$ cat src/common/rcr_consts.svh
// Register indices, field positions, counts and reset values of the regulator register bank
`ifndef RCR_CONSTS_SVH
`define RCR_CONSTS_SVH
// ==========================================================
// Register indices (byte address is four times the index)
`define RCR_IDX_SW_PRI    8'h40
`define RCR_IDX_SW_SEC    8'h41
`define RCR_IDX_SW_CTL    8'h42
`define RCR_IDX_L5_SET    8'h50
`define RCR_IDX_L5_CTL    8'h51
`define RCR_IDX_L6_SET    8'h58
`define RCR_IDX_L6_CTL    8'h59
`define RCR_IDX_L7_SET    8'h60
`define RCR_IDX_L7_CTL    8'h61
`define RCR_IDX_L8_SET    8'h68
`define RCR_IDX_L8_CTL    8'h69
`define RCR_IDX_IRQ_STAT  8'hf0
`define RCR_IDX_IRQ_MASK  8'hf1
// ==========================================================
// Field positions of control registers
`define RCR_BIT_ON        7
`define RCR_BIT_PHASE     2
`define RCR_BIT_DRAIN     2
`define RCR_BIT_FLTEN     1
`define RCR_BIT_PGOOD     0
// ==========================================================
// Counts and reset values
`define RCR_NUM_REG       5
`define RCR_NUM_LDO       4
`define RCR_RST_OUTPUT_SETPOINT      6'h00
`define RCR_RST_BIT       1'b0
`define RCR_RST_IRQ       5'h00
`endif

$ cat src/common/rcr_pkg.sv
// Types shared by the regulator register bank modules
package rcr_pkg;
  typedef logic [5:0] rcr_vcode_type;  // Six-bit output voltage code
  typedef logic [7:0] rcr_byte_type;   // One register byte
  typedef logic [7:0] rcr_index_type;  // Register index (word address)
endpackage : rcr_pkg

$ cat src/hdl/rcr_ldo_reg.sv
// Setpoint and control register pair of one linear regulator
`timescale 1ns/10ps
`default_nettype none
`include "rcr_consts.svh"
module rcr_ldo_reg (
  input  wire logic               sys_clk,
  input  wire logic               rst,
  input  wire logic               wr_set,
  input  wire logic               wr_ctl,
  input  wire rcr_pkg::rcr_byte_type wdata,
  input  wire logic               power_good,
  output logic                    enable_q,
  output logic                    drain_q,
  output logic                    fault_en_q,
  output rcr_pkg::rcr_vcode_type  setpoint_q,
  output rcr_pkg::rcr_byte_type   set_rd,
  output rcr_pkg::rcr_byte_type   ctl_rd
);
  import rcr_pkg::*;

  // ==========================================================
  // Setpoint field, low six bits only
  always_ff @(posedge sys_clk) begin
    if (rst) begin
      setpoint_q <= `RCR_RST_OUTPUT_SETPOINT;
    end else if (wr_set) begin
      setpoint_q <= wdata[5:0];
    end
  end

  // ==========================================================
  // Control bits: enable, drain in shutdown, fault gate
  always_ff @(posedge sys_clk) begin
    if (rst) begin
      enable_q   <= `RCR_RST_BIT;
      drain_q    <= `RCR_RST_BIT;
      fault_en_q <= `RCR_RST_BIT;
    end else if (wr_ctl) begin
      enable_q   <= wdata[`RCR_BIT_ON];
      drain_q    <= wdata[`RCR_BIT_DRAIN];
      fault_en_q <= wdata[`RCR_BIT_FLTEN];
    end
  end

  // Read views, reserved bits as zero
  assign set_rd = {2'b00, setpoint_q};
  assign ctl_rd = {enable_q, 4'h0, drain_q, fault_en_q, power_good};
endmodule : rcr_ldo_reg
`default_nettype wire

$ cat src/hdl/rcr_top.sv
// Regulator control register bank with APB slave and fault interrupt
`timescale 1ns/10ps
`default_nettype none
`include "rcr_consts.svh"
//
// Contract
// - Voltage select high picks secondary setpoint
// - Voltage select low picks primary setpoint
// - Linear regulators use own six-bit setpoint
// - Control bit 7 enables the regulator
// - Switcher bit 2 shifts phase 180 degrees
// - Control bit 1 gates faults into interrupts
// - Control bit 0 reads power good
// - Linear bit 2 discharges output in shutdown
module rcr_top (
  input  wire logic                  sys_clk,
  input  wire logic                  rst,
  // APB slave
  input  wire logic                  psel,
  input  wire logic                  penable,
  input  wire logic                  pwrite,
  input  wire logic [9:0]            paddr,
  input  wire logic [31:0]           pwdata,
  input  wire logic [3:0]            pstrb,
  output logic [31:0]                prdata,
  output logic                       pready,
  output logic                       pslverr,
  // Regulator side
  input  wire logic                  voltage_select_pin,
  input  wire logic [4:0]            power_good,
  input  wire logic [4:0]            fault_event,
  output rcr_pkg::rcr_vcode_type     sw_output_setpoint,
  output logic                       sw_enable,
  output logic                       sw_phase_shift,
  output logic [23:0]                ldo_output_setpoint,
  output logic [3:0]                 ldo_enable,
  output logic [3:0]                 ldo_output_drain,
  output logic                       irq
);
  import rcr_pkg::*;

  // ==========================================================
  // Register indices of the linear regulators
  localparam rcr_index_type LDO_SET_IDX [`RCR_NUM_LDO] = '{
    `RCR_IDX_L5_SET, `RCR_IDX_L6_SET, `RCR_IDX_L7_SET, `RCR_IDX_L8_SET};
  localparam rcr_index_type LDO_CTL_IDX [`RCR_NUM_LDO] = '{
    `RCR_IDX_L5_CTL, `RCR_IDX_L6_CTL, `RCR_IDX_L7_CTL, `RCR_IDX_L8_CTL};

  // ==========================================================
  // Declarations
  rcr_index_type           idx;             // Word index from address
  logic                    word_ok;         // Address is word aligned
  logic                    rd_hit;          // Index maps to a register
  logic                    hit;             // Mapped and aligned
  rcr_byte_type            rd_byte;         // Selected read byte
  logic                    access;          // Access phase completes
  logic                    wr_acc;          // Write with low lane strobed
  logic                    rd_setup;        // Read setup cycle
  rcr_byte_type            wbyte;           // Low write lane
  logic [31:0]             prdata_q;        // Registered read data
  rcr_vcode_type           sw_pri_q;        // Switcher primary setpoint
  rcr_vcode_type           sw_sec_q;        // Switcher secondary setpoint
  logic                    sw_en_q;         // Switcher enable
  logic                    sw_phase_q;      // Switcher phase select
  logic                    sw_fe_q;         // Switcher fault gate
  rcr_vcode_type           sw_vcode_q;      // Selected switcher code
  logic [4:0]              fault_gate;      // Per regulator fault gate
  logic [4:0]              stat_q;          // Sticky fault status
  logic [4:0]              stat_d;          // Next sticky status
  logic [4:0]              mask_q;          // Interrupt mask
  logic [4:0]              w1c;             // Clear request bits
  logic [`RCR_NUM_LDO-1:0] ldo_wr_set;      // Setpoint write strobes
  logic [`RCR_NUM_LDO-1:0] ldo_wr_ctl;      // Control write strobes
  logic [`RCR_NUM_LDO-1:0] ldo_fe;          // Linear fault gates
  rcr_byte_type            ldo_set_rd [`RCR_NUM_LDO];  // Linear setpoint views
  rcr_byte_type            ldo_ctl_rd [`RCR_NUM_LDO];  // Linear control views

  // ==========================================================
  // Bus phase decode
  assign idx      = paddr[9:2];
  assign word_ok  = (paddr[1:0] == 2'b00);
  assign hit      = rd_hit & word_ok;
  assign access   = psel & penable;
  assign wr_acc   = access & pwrite & pstrb[0] & hit;
  assign rd_setup = psel & ~penable & ~pwrite;
  assign wbyte    = pwdata[7:0];

  // Zero wait state slave
  assign pready  = 1'b1;
  // Error on unmapped or unaligned access
  assign pslverr = access & ~hit;
  assign prdata  = prdata_q;

  // ==========================================================
  // Read multiplexer
  always_comb begin
    rd_hit  = 1'b0;
    rd_byte = 8'h00;
    if (idx == `RCR_IDX_SW_PRI) begin
      // Primary setpoint, reserved top bits zero
      rd_hit  = 1'b1;
      rd_byte = {2'b00, sw_pri_q};
    end else if (idx == `RCR_IDX_SW_SEC) begin
      // Secondary setpoint, reserved top bits zero
      rd_hit  = 1'b1;
      rd_byte = {2'b00, sw_sec_q};
    end else if (idx == `RCR_IDX_SW_CTL) begin
      // Switcher control with live power good
      rd_hit  = 1'b1;
      rd_byte = {sw_en_q, 4'h0, sw_phase_q, sw_fe_q, power_good[0]};
    end else if (idx == `RCR_IDX_IRQ_STAT) begin
      // Sticky fault status
      rd_hit  = 1'b1;
      rd_byte = {3'h0, stat_q};
    end else if (idx == `RCR_IDX_IRQ_MASK) begin
      // Interrupt mask
      rd_hit  = 1'b1;
      rd_byte = {3'h0, mask_q};
    end else begin
      // Linear regulator pairs
      for (int i = 0; i < `RCR_NUM_LDO; i++) begin
        if (idx == LDO_SET_IDX[i]) begin
          rd_hit  = 1'b1;
          rd_byte = ldo_set_rd[i];
        end else if (idx == LDO_CTL_IDX[i]) begin
          rd_hit  = 1'b1;
          rd_byte = ldo_ctl_rd[i];
        end
      end
    end
  end

  // ==========================================================
  // Read data captured in the setup cycle
  always_ff @(posedge sys_clk) begin
    if (rst) begin
      prdata_q <= 32'h0000_0000;
    end else if (rd_setup) begin
      // Unmapped reads return zero
      prdata_q <= hit ? {24'h00_0000, rd_byte} : 32'h0000_0000;
    end
  end

  // ==========================================================
  // Switcher setpoint registers
  always_ff @(posedge sys_clk) begin
    if (rst) begin
      sw_pri_q <= `RCR_RST_OUTPUT_SETPOINT;
      sw_sec_q <= `RCR_RST_OUTPUT_SETPOINT;
    end else if (wr_acc) begin
      if (idx == `RCR_IDX_SW_PRI) begin
        sw_pri_q <= wbyte[5:0];
      end else if (idx == `RCR_IDX_SW_SEC) begin
        sw_sec_q <= wbyte[5:0];
      end
    end
  end

  // ==========================================================
  // Switcher control register, writable bits only
  always_ff @(posedge sys_clk) begin
    if (rst) begin
      sw_en_q    <= `RCR_RST_BIT;
      sw_phase_q <= `RCR_RST_BIT;
      sw_fe_q    <= `RCR_RST_BIT;
    end else if (wr_acc && idx == `RCR_IDX_SW_CTL) begin
      sw_en_q    <= wbyte[`RCR_BIT_ON];
      sw_phase_q <= wbyte[`RCR_BIT_PHASE];
      sw_fe_q    <= wbyte[`RCR_BIT_FLTEN];
    end
  end

  // ==========================================================
  // Switcher output code follows the select pin
  always_ff @(posedge sys_clk) begin
    if (rst) begin
      sw_vcode_q <= `RCR_RST_OUTPUT_SETPOINT;
    end else if (voltage_select_pin) begin
      sw_vcode_q <= sw_sec_q;
    end else begin
      sw_vcode_q <= sw_pri_q;
    end
  end

  assign sw_output_setpoint = sw_vcode_q;
  assign sw_enable          = sw_en_q;
  assign sw_phase_shift     = sw_phase_q;

  // ==========================================================
  // Linear regulator register pairs
  for (genvar g = 0; g < `RCR_NUM_LDO; g++) begin : g_ldo
    assign ldo_wr_set[g] = wr_acc & (idx == LDO_SET_IDX[g]);
    assign ldo_wr_ctl[g] = wr_acc & (idx == LDO_CTL_IDX[g]);
    rcr_ldo_reg u_ldo (
      .sys_clk    (sys_clk),
      .rst        (rst),
      .wr_set     (ldo_wr_set[g]),
      .wr_ctl     (ldo_wr_ctl[g]),
      .wdata      (wbyte),
      .power_good (power_good[g+1]),
      .enable_q   (ldo_enable[g]),
      .drain_q    (ldo_output_drain[g]),
      .fault_en_q (ldo_fe[g]),
      .setpoint_q (ldo_output_setpoint[6*g +: 6]),
      .set_rd     (ldo_set_rd[g]),
      .ctl_rd     (ldo_ctl_rd[g])
    );
  end

  // ==========================================================
  // Fault events gated per regulator
  assign fault_gate = {ldo_fe, sw_fe_q};

  // Clear bits from a status write
  assign w1c = (wr_acc && idx == `RCR_IDX_IRQ_STAT) ? wbyte[4:0] : 5'h00;

  // Set wins over a clear in the same cycle
  assign stat_d = (stat_q & ~w1c) | (fault_event & fault_gate);

  // ==========================================================
  // Sticky status register
  always_ff @(posedge sys_clk) begin
    if (rst) begin
      stat_q <= `RCR_RST_IRQ;
    end else begin
      stat_q <= stat_d;
    end
  end

  // ==========================================================
  // Interrupt mask register
  always_ff @(posedge sys_clk) begin
    if (rst) begin
      mask_q <= `RCR_RST_IRQ;
    end else if (wr_acc && idx == `RCR_IDX_IRQ_MASK) begin
      mask_q <= wbyte[4:0];
    end
  end

  // Level interrupt from unmasked status
  assign irq = |(stat_q & mask_q);
endmodule : rcr_top
`default_nettype wire

$ cat config.mk
export PLATFORM = sky130hd
export DESIGN_NAME = rcr_top
export DESIGN_NICKNAME = d
export VERILOG_FILES = /design/src/common/rcr_pkg.sv /design/src/hdl/rcr_ldo_reg.sv /design/src/hdl/rcr_top.sv
export VERILOG_INCLUDE_DIRS = /design/src /design/src/common
export SDC_FILE = /design/constraint.sdc
export NUM_CORES = 1
export LEC_CHECK = 0
export BUFFER_PORTS_ARGS = -buffer_cell sky130_fd_sc_hd__buf_4
export CAP_MARGIN = 20
export CORE_ASPECT_RATIO = 0.75
export CORE_MARGIN = 2
export CORE_UTILIZATION = 46
export CTS_BUF_LIST = sky130_fd_sc_hd__clkbuf_16
export DETAILED_ROUTE_END_ITERATION = 12
export PLACE_DENSITY = 0.76
export SKIP_CTS_REPAIR_TIMING = 1
export SLEW_MARGIN = 40
export SYNTH_ARGS = -nofsm -noshare
export SYNTH_HDL_FRONTEND = slang
export SYNTH_SLANG_ARGS = --single-unit
$ cat constraint.sdc
create_clock -name sys_clk -period 1.6 [get_ports sys_clk]
set_input_delay 0.16 -clock sys_clk [delete_from_list [all_inputs] [get_ports sys_clk]]
set_output_delay 0.16 -clock sys_clk [all_outputs]
set_load 0.01 [all_outputs]
==> flow_summary.yaml, run 1 <==
cts:
  numCtsBuffers: 9
  insertion_delay_ns: 0.33
  clk_transition_reported_paths_ns: 0.06
  cts-htree-levels: 3
  root_buffer_cell: "sky130_fd_sc_hd__clkbuf_16"
  clkSinkCount: 74
  clock_tree.buffer_depth: 2
  cts_tree: "done"
grt:
  grt_first_pass_wirelength_mm: 19.2
  maximum_number_of_pins_on_one_net_before_global_route_repair: 68
  grt_antenna_before_repair: 0
  grtUsageTotal_pct: 25.6
  gr-total-overflow: 0
  first_global_vias: 3492
power_and_ir_drop:
  power.ir.vdd_worst_mv: 0.542
  p_leak_nw: 2.25
  p_per_area_nw_per_um2: 862
timing:
  min_period_ns: 1.59
  fmax_ghz: 0.628
  finalHoldViolCount: 0
  final-setup-viol-count: 0
  post-route-period-util_pct: 99.5
  worst-slew-pin-transition_ns: 0.676
  slew_headroom_pct: 54.9
  grt_setup_unrepaired: "true"
  timing_max_transition_violations_final: 0
  holdWs_ns: 0.0846
  clock_skew_ns: 0.00359
  fin_setup_tns_ns: 0
layout:
  finalCoreUtilization_pct: 63.9
  syn2layout_area_growth_pct: 34.7
  finalNetCount: 622
  final_common_cell: "sky130_fd_sc_hd__buf_4"
  num_antenna_cells: 0
  mostFrequentLayoutCells: "sky130_fd_sc_hd__buf_4, sky130_fd_sc_hd__nor2_1, sky130_fd_sc_hd__dfxtp_1"
  post_route_cells_drive_above_1_share_pct: 32.5
die:
  initial_utilization_pct: 47.4
  core_region_area_um2: 8450
  die_w_um: 112
  die_area_um2: 9490
  floorplan.die.height_um: 84.8
  rows: 29
  num_io_pins: 137
worst_setup_path:
  timing.critical_path.slowest_stage_cell: "sky130_fd_sc_hd__o211a_1"
  startpoint_type: "input port"
  cp_data_required_time_ns: 1.44
  reg2reg_to: "prdata[1]$_SDFFE_PP0P_"
  worst-r2r-cell-count: 5
  timing.critical_path.slowest_cell_delay_ns: 0.21
  timing.critical_path.cells: "buf_4 -> buf_4 -> nand4bb_4 -> buf_6 -> o21bai_2 -> nand3_2 -> nor2_2 -> o211a_1 -> buf_4"
  critical_path.endpoint_type: "primary output"
  critical_path_peak_fanout: 9
  data_arrival_time_of_the_critical_path_ns: 1.43
  rrSetupSlack_ns: 0.21
  reg2reg_from: "g_ldo[0].u_ldo.setpoint_q[1]$_SDFFE_PP0P_"
  crit_path_category: "input port to primary output"
  cp_common_cell: "sky130_fd_sc_hd__buf_4"
detailed_routing:
  first_pass_iters: 5
  drt_iter0_markers: 389
  remaining_drc_errors: 0
  num_vias: 3783
  ant_nets: 0
  viasPerCell: 5.64
  routed_wire_per_std_cell_um: 18.2
  wl_mm: 12.2
logic_synthesis:
  postSynth.asyncResetShare_pct: 0
  yosys_warnings: 0
  netlist-cell-type-count: 55
  post_synth_edffs: 0
  synth.avg_cell_area_um2: 9.01
  synth.top_cell.area_share_pct: 37.0
  syn_inst: 445
  synth_sequential_area_ratio_pct: 37.0
  cell_accounting_for_the_most_synthesized_area: "sky130_fd_sc_hd__dfxtp_1"
  post_synth_instance_area_um2: 4010
  yosys_register_bits: 74
  synth_flop_cell: "sky130_fd_sc_hd__dfxtp_1"
  synth_area_leaders: "sky130_fd_sc_hd__dfxtp_1, sky130_fd_sc_hd__mux2i_1, sky130_fd_sc_hd__nor2_1"
flow_run:
  maxCapViolCount: 0
place:
  place.port_buffers: 82
  place.gp.congestion: 0.936
  dpl.hpwl_mm: 8.97
hold_path:
  hold_path_end: "stat_q[1]$_SDFF_PP0_"
  hp-class: "input port to flip-flop"
  hold_crit_start: "fault_event[1]"
  hold_path_depth: 3
status:
  run_status: "finished, final reports clean"
[final cells by class]
class | count | area (µm²)
clock buffer | 9 | 225
inverter | 3 | 11.3
timing repair buffer | 146 | 1180
tap | 108 | 135
clock inverter | 5 | 129
fill | 702 | 3050
multi-input combinational | 326 | 2240
sequential | 74 | 1480
[flip-flops by register name, indices dropped and copies added, names as in the netlist]
register / flops
g_ldo.u_ldo.setpoint_q: 24
prdata: 7
sw_output_setpoint: 6
sw_pri_q: 6
sw_sec_q: 6
mask_q: 5
stat_q: 5
g_ldo.u_ldo.drain_q: 4
g_ldo.u_ldo.enable_q: 4
g_ldo.u_ldo.fault_en_q: 4
sw_enable: 1
sw_fe_q: 1
sw_phase_shift: 1
[where the power goes]
part	internal [W]	switching, W
sequential	0.00184	0.0000000793
combinational	0.000162	0.000229
clock	0.00167	0.000758
[worst max-delay path by stage]
| stage | startpoint | cells past startpoint | end | slack (ns) |
|---|---|---|---|---|
| detailed placement | paddr[4] | 8 | stat_q[3]$_SDFF_PP0_ | -0.24 |
| global placement | paddr[5] | 7 | prdata[0]$_SDFFE_PP0P_ | -0.22 |
| CTS | paddr[4] | 8 | pslverr | -0.12 |
| global route | paddr[3] | 8 | pslverr | -0.08 |
| finish | paddr[6] | 9 | pslverr | 0.009 |
| floorplan | paddr[9] | 6 | g_ldo[2].u_ldo.setpoint_q[2]$_SDFFE_PP0P_ | -0.04 |
[synthesized netlist by cell type (2+ instances only)]
master and instances:
sky130_fd_sc_hd__and2_1 4, sky130_fd_sc_hd__or4b_4 2, sky130_fd_sc_hd__or2_1 2, sky130_fd_sc_hd__inv_1 3, sky130_fd_sc_hd__nand3_1 7, sky130_fd_sc_hd__xnor2_1 2, sky130_fd_sc_hd__o21ai_0 10, sky130_fd_sc_hd__a32oi_1 3
sky130_fd_sc_hd__o21bai_1 2, sky130_fd_sc_hd__nor3_1 7, sky130_fd_sc_hd__nand4_1 5, sky130_fd_sc_hd__nand2_1 17, sky130_fd_sc_hd__nand4bb_1 2, sky130_fd_sc_hd__o211a_1 3, sky130_fd_sc_hd__mux2_2 2, sky130_fd_sc_hd__o211ai_1 6
sky130_fd_sc_hd__buf_1 4, sky130_fd_sc_hd__buf_4 37, sky130_fd_sc_hd__nor3_2 2, sky130_fd_sc_hd__dfxtp_1 74, sky130_fd_sc_hd__or3_1 2, sky130_fd_sc_hd__a221oi_1 3, sky130_fd_sc_hd__a22oi_1 15, sky130_fd_sc_hd__and3_1 3
sky130_fd_sc_hd__o22ai_1 8, sky130_fd_sc_hd__mux2i_1 70, sky130_fd_sc_hd__a211oi_1 3, sky130_fd_sc_hd__nor4_4 2, sky130_fd_sc_hd__a22o_1 2, sky130_fd_sc_hd__nor3_4 4, sky130_fd_sc_hd__nor2_1 78, sky130_fd_sc_hd__conb_1 2
sky130_fd_sc_hd__a31oi_1 3, sky130_fd_sc_hd__clkbuf_1 13, sky130_fd_sc_hd__o31ai_1 4, sky130_fd_sc_hd__buf_2 12, sky130_fd_sc_hd__a21oi_1 8, sky130_fd_sc_hd__nor2b_1 2
[stage by stage]
step	worst slack [ns]	power, W	cell area [µm²]	std cells
floorplan	-0.0390	0.00213	4130	469
global placement	-0.225	0.00225	4970	654
detailed placement	-0.242	0.00225	4970	654
CTS	-0.123	0.00466	5320	668
global route	-0.0839	0.00479	5400	671
finish	0.00866	0.00466	5400	671
[logic make-up after synthesis]
group | Yosys count | share of synthesized area (%)
and+or+nand+nor | 150 | 20.7
AOI/OAI and AO/OA | 75 | 13.2
DFF | 74 | 37.0
muxes | 72 | 18.0
buffers and inverters | 69 | 10.3
xor gates and xnor gates | 3 | 0.656
other | 2 | 0.187
[per-layer routing]
metal / track usage (%) / vias up / wire length, µm
li1: - / 1766 / -
met1: 38.1 / 1802 / 5470
met2: 38.5 / 196 / 5390
met3: 5.86 / 19 / 1200
met4: 4.49 / 0 / 120
met5: 0 / - / 0
[worst max-delay path, delay by kind of cell]
kind / cells / cell delay, ns
buffers and inverters: 4 / 0.55
AOI/OAI and AO/OA: 2 / 0.41
and+or+nand+nor: 3 / 0.32
No activity file was read; power rests on OpenSTA's default activity.
==> run 2: changes to the inputs <==
--- a/config.mk
+++ b/config.mk
@@ -8,12 +8,15 @@
 export LEC_CHECK = 0
 export BUFFER_PORTS_ARGS = -buffer_cell sky130_fd_sc_hd__buf_4
 export CAP_MARGIN = 20
+export CELL_PAD_IN_SITES_DETAIL_PLACEMENT = 0
+export CELL_PAD_IN_SITES_GLOBAL_PLACEMENT = 1
 export CORE_ASPECT_RATIO = 0.75
 export CORE_MARGIN = 2
-export CORE_UTILIZATION = 46
+export CORE_UTILIZATION = 33
 export CTS_BUF_LIST = sky130_fd_sc_hd__clkbuf_16
+export CTS_CLUSTER_DIAMETER = 100
 export DETAILED_ROUTE_END_ITERATION = 12
-export PLACE_DENSITY = 0.76
+export PLACE_DENSITY = 0.75
 export SKIP_CTS_REPAIR_TIMING = 1
 export SLEW_MARGIN = 40
 export SYNTH_ARGS = -nofsm -noshare
==> run 2 against run 1 <==
Clock skew grew 0.0034 ns; non-clock buffer count increased by 11; sequential power barely moved; critical path depth decreased by 1; worst hold slack lost 0.0075 ns; worst setup slack better by 0.019 ns; global-route usage fell by 5.7 points; fmax grew 1.2%; critical path type unchanged; highest routed layer unchanged.
==> flow_summary.yaml, run 2 (synthesis results as in run 1) <==
place:
  place_area_um2: 5100
  place.gp.congestion: 0.898
  place.port_buffers: 82
  dpl_worst_slack_ns: -0.293
  placed_cells_incl_taps: 715
  dpl.hpwl_mm: 9.79
power_and_ir_drop:
  power.sequential.fraction_pct: 43.6
  netSwitchingPower_w: 0.00102
  power.ir.vdd_worst_mv: 0.512
  clock_power_share_pct: 46.6
  switching_share_pct: 24.2
  p_leak_nw: 2.30
  p_per_area_nw_per_um2: 761
  pwr-share-comb_pct: 9.9
  totalPowerFinal_w: 0.00423
  internal_power_w: 0.00321
grt:
  grt_first_pass_wirelength_mm: 20.1
  maximum_number_of_pins_on_one_net_before_global_route_repair: 68
  first_global_vias: 3555
  grt_antenna_before_repair: 0
  gr-total-overflow: 0
  grtUsageTotal_pct: 19.8
detailed_routing:
  drt_iter0_markers: 256
  num_vias: 3755
  amount_of_wire_on_met2_after_detailed_routing_mm: 5.32
  wl_mm: 13.0
  remaining_drc_errors: 0
  met3_length_um: 886
  routed_wire_per_std_cell_um: 17.6
  m1WireLength_mm: 6.56
  routed.top_layer: "met4"
  first_pass_iters: 5
  viasPerCell: 5.10
  ant_nets: 0
worst_setup_path:
  critical_path.endpoint_type: "primary output"
  critical_path_peak_fanout: 5
  reg2reg_from: "g_ldo[0].u_ldo.fault_en_q$_SDFFE_PP0P_"
  reg2reg_to: "prdata[1]$_SDFFE_PP0P_"
  startpoint_type: "input port"
  cp-startpoint: "paddr[3]"
  worst-r2r-cell-count: 6
  rrSetupSlack_ns: 0.11
  cp-endpoint: "pslverr"
  data_arrival_time_of_the_critical_path_ns: 1.41
  cp_data_required_time_ns: 1.44
  crit_path_category: "input port to primary output"
cts:
  clk_transition_reported_paths_ns: 0.06
  cts-htree-levels: 3
  cts_tree: "done"
  insertion_delay_ns: 0.34
  root_buffer_cell: "sky130_fd_sc_hd__clkbuf_16"
  clock_tree.buffer_depth: 2
  numCtsBuffers: 9
  clkSinkCount: 74
timing:
  post-route-period-util_pct: 98.3
  finalHoldViolCount: 0
  fmax_ghz: 0.636
  clock_skew_ns: 0.00699
  grt_setup_unrepaired: "true"
  post_layout_worst_setup_margin_ns: 0.0277
  slew_headroom_pct: 52.2
  worst-slew-pin-transition_ns: 0.717
  final-setup-viol-count: 0
  min_period_ns: 1.57
  timing_max_transition_violations_final: 0
hold_path:
  hp-class: "input port to flip-flop"
  hold_crit_start: "fault_event[1]"
die:
  num_io_pins: 137
  rows: 34
  core_region_area_um2: 11700
  initial_utilization_pct: 34.1
  die_area_um2: 13100
  floorplan.die.height_um: 99.5
  die_w_um: 131
layout:
  num_antenna_cells: 0
  top_register: "g_ldo.u_ldo.setpoint_q"
  final_area_um2: 5560
  finalNetCount: 633
  largest_register_ffs: 24
  finalCoreUtilization_pct: 47.4
  syn2layout_area_growth_pct: 38.7
  post_route_cells_drive_above_1_share_pct: 35.2
  final_common_cell: "sky130_fd_sc_hd__buf_4"
  mostFrequentLayoutCells: "sky130_fd_sc_hd__buf_4, sky130_fd_sc_hd__nor2_1, sky130_fd_sc_hd__dfxtp_1"
  instances_no_fill: 736
flow_run:
  maxCapViolCount: 0
status:
  run_status: "finished, final reports clean"
[run 2: changes by cell type in the layout (fill, tap and decap cells not counted), moves of 2 or more]
| cell | before | now |
|---|---|---|
| sky130_fd_sc_hd__a22oi_2 | 0 | 4 |
| sky130_fd_sc_hd__buf_4 | 136 | 143 |
| sky130_fd_sc_hd__a22oi_1 | 15 | 11 |
| sky130_fd_sc_hd__bufinv_16 | 4 | 1 |
| sky130_fd_sc_hd__clkinvlp_4 | 0 | 3 |
| sky130_fd_sc_hd__buf_12 | 5 | 7 |
| sky130_fd_sc_hd__buf_6 | 5 | 7 |
[run 2: area by class of cell]
type	count	area (µm²)
Multi-Input combinational cell	326	2290
Inverter	3	11.3
Fill cell	1166	6180
Tap cell	162	203
Sequential cell	74	1480
Clock inverter	5	57.6
Clock buffer	9	225
Timing Repair Buffer	157	1290
[run 2: per-stage QoR]
stage                     TNS [ns]  hold slack [ns]
final                            0           0.0771
after global routing       -0.0511           0.0934
after CTS                   -0.143           0.0703
after detailed placement    -11.56            0.426
after global placement      -10.56            0.416
after floorplan             -0.234            0.296
[run 2: worst min-delay path by stage]
stage,slack (ns),end,cells past startpoint
6_report,0.08,stat_q[1]$_SDFF_PP0_,3
5_1_grt,0.09,stat_q[4]$_SDFF_PP0_,3
4_1_cts,0.07,stat_q[1]$_SDFF_PP0_,3
3_5_place_dp,0.43,stat_q[1]$_SDFF_PP0_,3
3_3_place_gp,0.42,stat_q[1]$_SDFF_PP0_,3
2_1_floorplan,0.30,sw_pri_q[5]$_SDFFE_PP0P_,2
[run 2: per-layer routing]
layer,up-vias,track usage (%)
li1,1781,-
met1,1821,29.5
met2,134,27.9
met3,19,5.25
met4,0,5.94
met5,-,0
[run 2: power by group through the flow]
stage | logic (W) | registers (W) | clock network, W
floorplan | 0.000245 | 0.00188 | 0
global placement | 0.000384 | 0.00188 | 0
detailed placement | 0.000386 | 0.00188 | 0
CTS | 0.000388 | 0.00184 | 0.00201
global route | 0.000447 | 0.00184 | 0.00208
finish | 0.000417 | 0.00184 | 0.00197
[run 2: worst max-delay path: stages]
cell	delay (ns)
sky130_fd_sc_hd__buf_4	0.14
sky130_fd_sc_hd__buf_4	0.16
sky130_fd_sc_hd__nor4_4	0.32
sky130_fd_sc_hd__nand4_1	0.15
sky130_fd_sc_hd__nand3_2	0.12
sky130_fd_sc_hd__nor2_2	0.04
sky130_fd_sc_hd__o211a_1	0.21
sky130_fd_sc_hd__buf_6	0.12
==> run 3: changes to the inputs <==
--- a/config.mk
+++ b/config.mk
@@ -6,17 +6,19 @@
 export SDC_FILE = /design/constraint.sdc
 export NUM_CORES = 1
 export LEC_CHECK = 0
+export ABC_AREA = 1
 export BUFFER_PORTS_ARGS = -buffer_cell sky130_fd_sc_hd__buf_4
 export CAP_MARGIN = 20
 export CELL_PAD_IN_SITES_DETAIL_PLACEMENT = 0
 export CELL_PAD_IN_SITES_GLOBAL_PLACEMENT = 1
 export CORE_ASPECT_RATIO = 0.75
 export CORE_MARGIN = 2
-export CORE_UTILIZATION = 33
+export CORE_UTILIZATION = 31
 export CTS_BUF_LIST = sky130_fd_sc_hd__clkbuf_16
 export CTS_CLUSTER_DIAMETER = 100
 export DETAILED_ROUTE_END_ITERATION = 12
 export PLACE_DENSITY = 0.75
+export SETUP_SLACK_MARGIN = 0.2
 export SKIP_CTS_REPAIR_TIMING = 1
 export SLEW_MARGIN = 40
 export SYNTH_ARGS = -nofsm -noshare
==> run 3 against run 2 <==
Synthesized cell count grew 24%; critical path type unchanged; sequential share of layout area is 1.4 points lower; first-iteration DRC count grew 23%; critical endpoint unchanged; clock skew rose by 0.0051 ns; clock power fell by 6%; highest routed layer unchanged; count of clock-buffer cells in the layout did not move; worst setup slack better by 0.026 ns.
==> flow_summary.yaml, run 3 <==
die:
  initial_utilization_pct: 31.6
  floorplan.die.height_um: 101
  num_io_pins: 137
  core_region_area_um2: 12200
  die_area_um2: 13400
  die_w_um: 133
  rows: 35
layout:
  multi_input_comb_area_um2: 2360
  post_route_cells_drive_above_1_share_pct: 43.3
  largest_register_ffs: 24
  finalNetCount: 747
  final_area_um2: 5870
  top_register: "g_ldo.u_ldo.setpoint_q"
  final_common_cell: "sky130_fd_sc_hd__buf_4"
  layout.filler_cells: 1214
  mostFrequentLayoutCells: "sky130_fd_sc_hd__buf_4, sky130_fd_sc_hd__dfxtp_1, sky130_fd_sc_hd__nand2_1"
  syn2layout_area_growth_pct: 52.1
  num_antenna_cells: 0
  seq_area_um2: 1480
  finalCoreUtilization_pct: 48.1
timing:
  clock_skew_ns: 0.0121
  holdWs_ns: 0.0910
  post-route-period-util_pct: 96.7
  fmax_ghz: 0.647
  slew_headroom_pct: 63.3
  timing_max_transition_violations_final: 0
  post_layout_worst_setup_margin_ns: 0.0536
  fin_setup_tns_ns: 0
  worst-slew-pin-transition_ns: 0.548
  min_period_ns: 1.55
  grt_setup_unrepaired: "true"
  final-setup-viol-count: 0
  finalHoldViolCount: 0
hold_path:
  hp-class: "input port to flip-flop"
  hold_path_depth: 3
  hold_path_end: "stat_q[2]$_SDFF_PP0_"
  hold_crit_start: "fault_event[2]"
cts:
  root_buffer_cell: "sky130_fd_sc_hd__clkbuf_16"
  clk_transition_reported_paths_ns: 0.06
  cts-htree-levels: 3
  cts_tree: "done"
  clock_tree.buffer_depth: 2
  numCtsBuffers: 9
  insertion_delay_ns: 0.34
  clkSinkCount: 74
place:
  dpl.hpwl_mm: 9.62
  place_area_um2: 4930
  place.port_buffers: 82
  dpl_worst_slack_ns: -0.309
  place.gp.congestion: 0.882
worst_setup_path:
  rrSetupSlack_ns: 0.30
  startpoint_type: "input port"
  reg2reg_from: "g_ldo[1].u_ldo.fault_en_q$_SDFFE_PP0P_"
  cp_data_required_time_ns: 1.44
  critical_path_peak_fanout: 6
  reg2reg_to: "prdata[1]$_SDFFE_PP0P_"
  data_arrival_time_of_the_critical_path_ns: 1.39
  critical_path.endpoint_type: "primary output"
  worst-r2r-cell-count: 12
  crit_path_category: "input port to primary output"
detailed_routing:
  viasPerCell: 4.80
  remaining_drc_errors: 0
  routed_wire_per_std_cell_um: 15.6
  ant_nets: 0
  wl_mm: 13.4
  num_vias: 4108
  first_pass_iters: 5
  drt_iter0_markers: 314
logic_synthesis:
  synth.top_cell.area_share_pct: 38.4
  synth.avg_cell_area_um2: 6.98
  cell_accounting_for_the_most_synthesized_area: "sky130_fd_sc_hd__dfxtp_1"
  synth_area_leaders: "sky130_fd_sc_hd__dfxtp_1, sky130_fd_sc_hd__a21oi_1, sky130_fd_sc_hd__nand2_1"
  netlist-cell-type-count: 33
  synth_commonest_cells: "sky130_fd_sc_hd__nand2_1, sky130_fd_sc_hd__a21oi_1, sky130_fd_sc_hd__nor2_1"
  post_synth_edffs: 0
  synth_most_common_cell: "sky130_fd_sc_hd__nand2_1"
  yosys_warnings: 0
  postSynth.asyncResetShare_pct: 0
  synth_flop_cell: "sky130_fd_sc_hd__dfxtp_1"
  synth_sequential_area_ratio_pct: 38.4
  syn_inst: 553
  post_synth_instance_area_um2: 3860
  yosys_register_bits: 74
power_and_ir_drop:
  p_per_area_nw_per_um2: 699
  p_leak_nw: 2.59
  power.ir.vdd_worst_mv: 0.531
grt:
  gr-total-overflow: 0
  first_global_vias: 3646
  grt_first_pass_wirelength_mm: 19.5
  grt_antenna_before_repair: 0
  grtUsageTotal_pct: 18.9
  maximum_number_of_pins_on_one_net_before_global_route_repair: 33
status:
  run_status: "finished, final reports clean"
flow_run:
  maxCapViolCount: 0
-- run 3: changes by cell type in the layout (fill, tap and decap cells not counted), sizes merged, moves of 11 or more --
cell / change
inv: +61
nand2: +81
nand3: +23
buf: -11
o21ai: +36
a21oi: +77
mux2i: -70
a22oi: -15
-- run 3: kinds of logic (layout without fill, tap and decap cells) --
| group | after synthesis | after routing | share of synthesized area, % |
|---|---|---|---|
| compound gates | 141 | 141 | 19.4 |
| buf+inv | 119 | 230 | 15.9 |
| flops | 74 | 74 | 38.4 |
| other cells | 2 | 26 | 0.194 |
| simple gates | 217 | 219 | 26.1 |
-- run 3: area by class of cell --
class	count	area share [%]
well taps	166	3.54
repair buffers	146	21.2
inverters	67	5.20
clock inverters	7	0.767
repair inverters	1	0.0852
multi-input cells	386	40.2
flip-flops and latches	74	25.3
clock buffers	9	3.83
-- run 3: how the worst max path moves through the flow --
stage                     startpoint  slack [ns]                       end  depth (start not counted)
after floorplan             paddr[9]        0.09  sw_sec_q[4]$_SDFFE_PP0P_                         15
after global placement      paddr[7]       -0.19  sw_sec_q[0]$_SDFFE_PP0P_                         13
after detailed placement    paddr[7]       -0.31  sw_sec_q[1]$_SDFFE_PP0P_                         13
after CTS                   paddr[7]       -0.13                   pslverr                         12
after global routing        paddr[5]       0.003                   pslverr                         13
final                       paddr[8]        0.05                   pslverr                         12
-- run 3: per-stage QoR --
| stage | power [W] | std cells |
|---|---|---|
| finish | 0.00410 | 856 |
| global route | 0.00423 | 856 |
| CTS | 0.00407 | 834 |
| detailed placement | 0.00222 | 818 |
| global placement | 0.00221 | 818 |
| floorplan | 0.00210 | 577 |
-- run 3: routing by layer --
layer / wire length [µm] / track usage (%) / share of wire [%]
met1: 6270 / 26.4 / 47
met2: 6040 / 29.7 / 45
met3: 852 / 4.27 / 6.4
met4: 199 / 4.80 / 1.5
met5: 0 / 0 / 0
-- run 3: report_power, final --
group          leakage [nW]  internal (W)  switching (W)
sequential            0.598       0.00185     0.00000153
clock                 0.131       0.00104       0.000818
combinational          1.86      0.000146       0.000246
total                  2.59       0.00304        0.00106
-- run 3: critical path, stage by stage --
cell                       delay, ns
sky130_fd_sc_hd__buf_4          0.14
sky130_fd_sc_hd__nand2_4        0.09
sky130_fd_sc_hd__nor2_4         0.07
sky130_fd_sc_hd__nand2_2        0.08
sky130_fd_sc_hd__inv_2          0.06
sky130_fd_sc_hd__nor3_4         0.17
sky130_fd_sc_hd__nand3_2        0.11
sky130_fd_sc_hd__nand2_2        0.09
sky130_fd_sc_hd__clkinv_4       0.09
sky130_fd_sc_hd__buf_6          0.14
sky130_fd_sc_hd__nor2_4         0.09
sky130_fd_sc_hd__buf_6          0.10
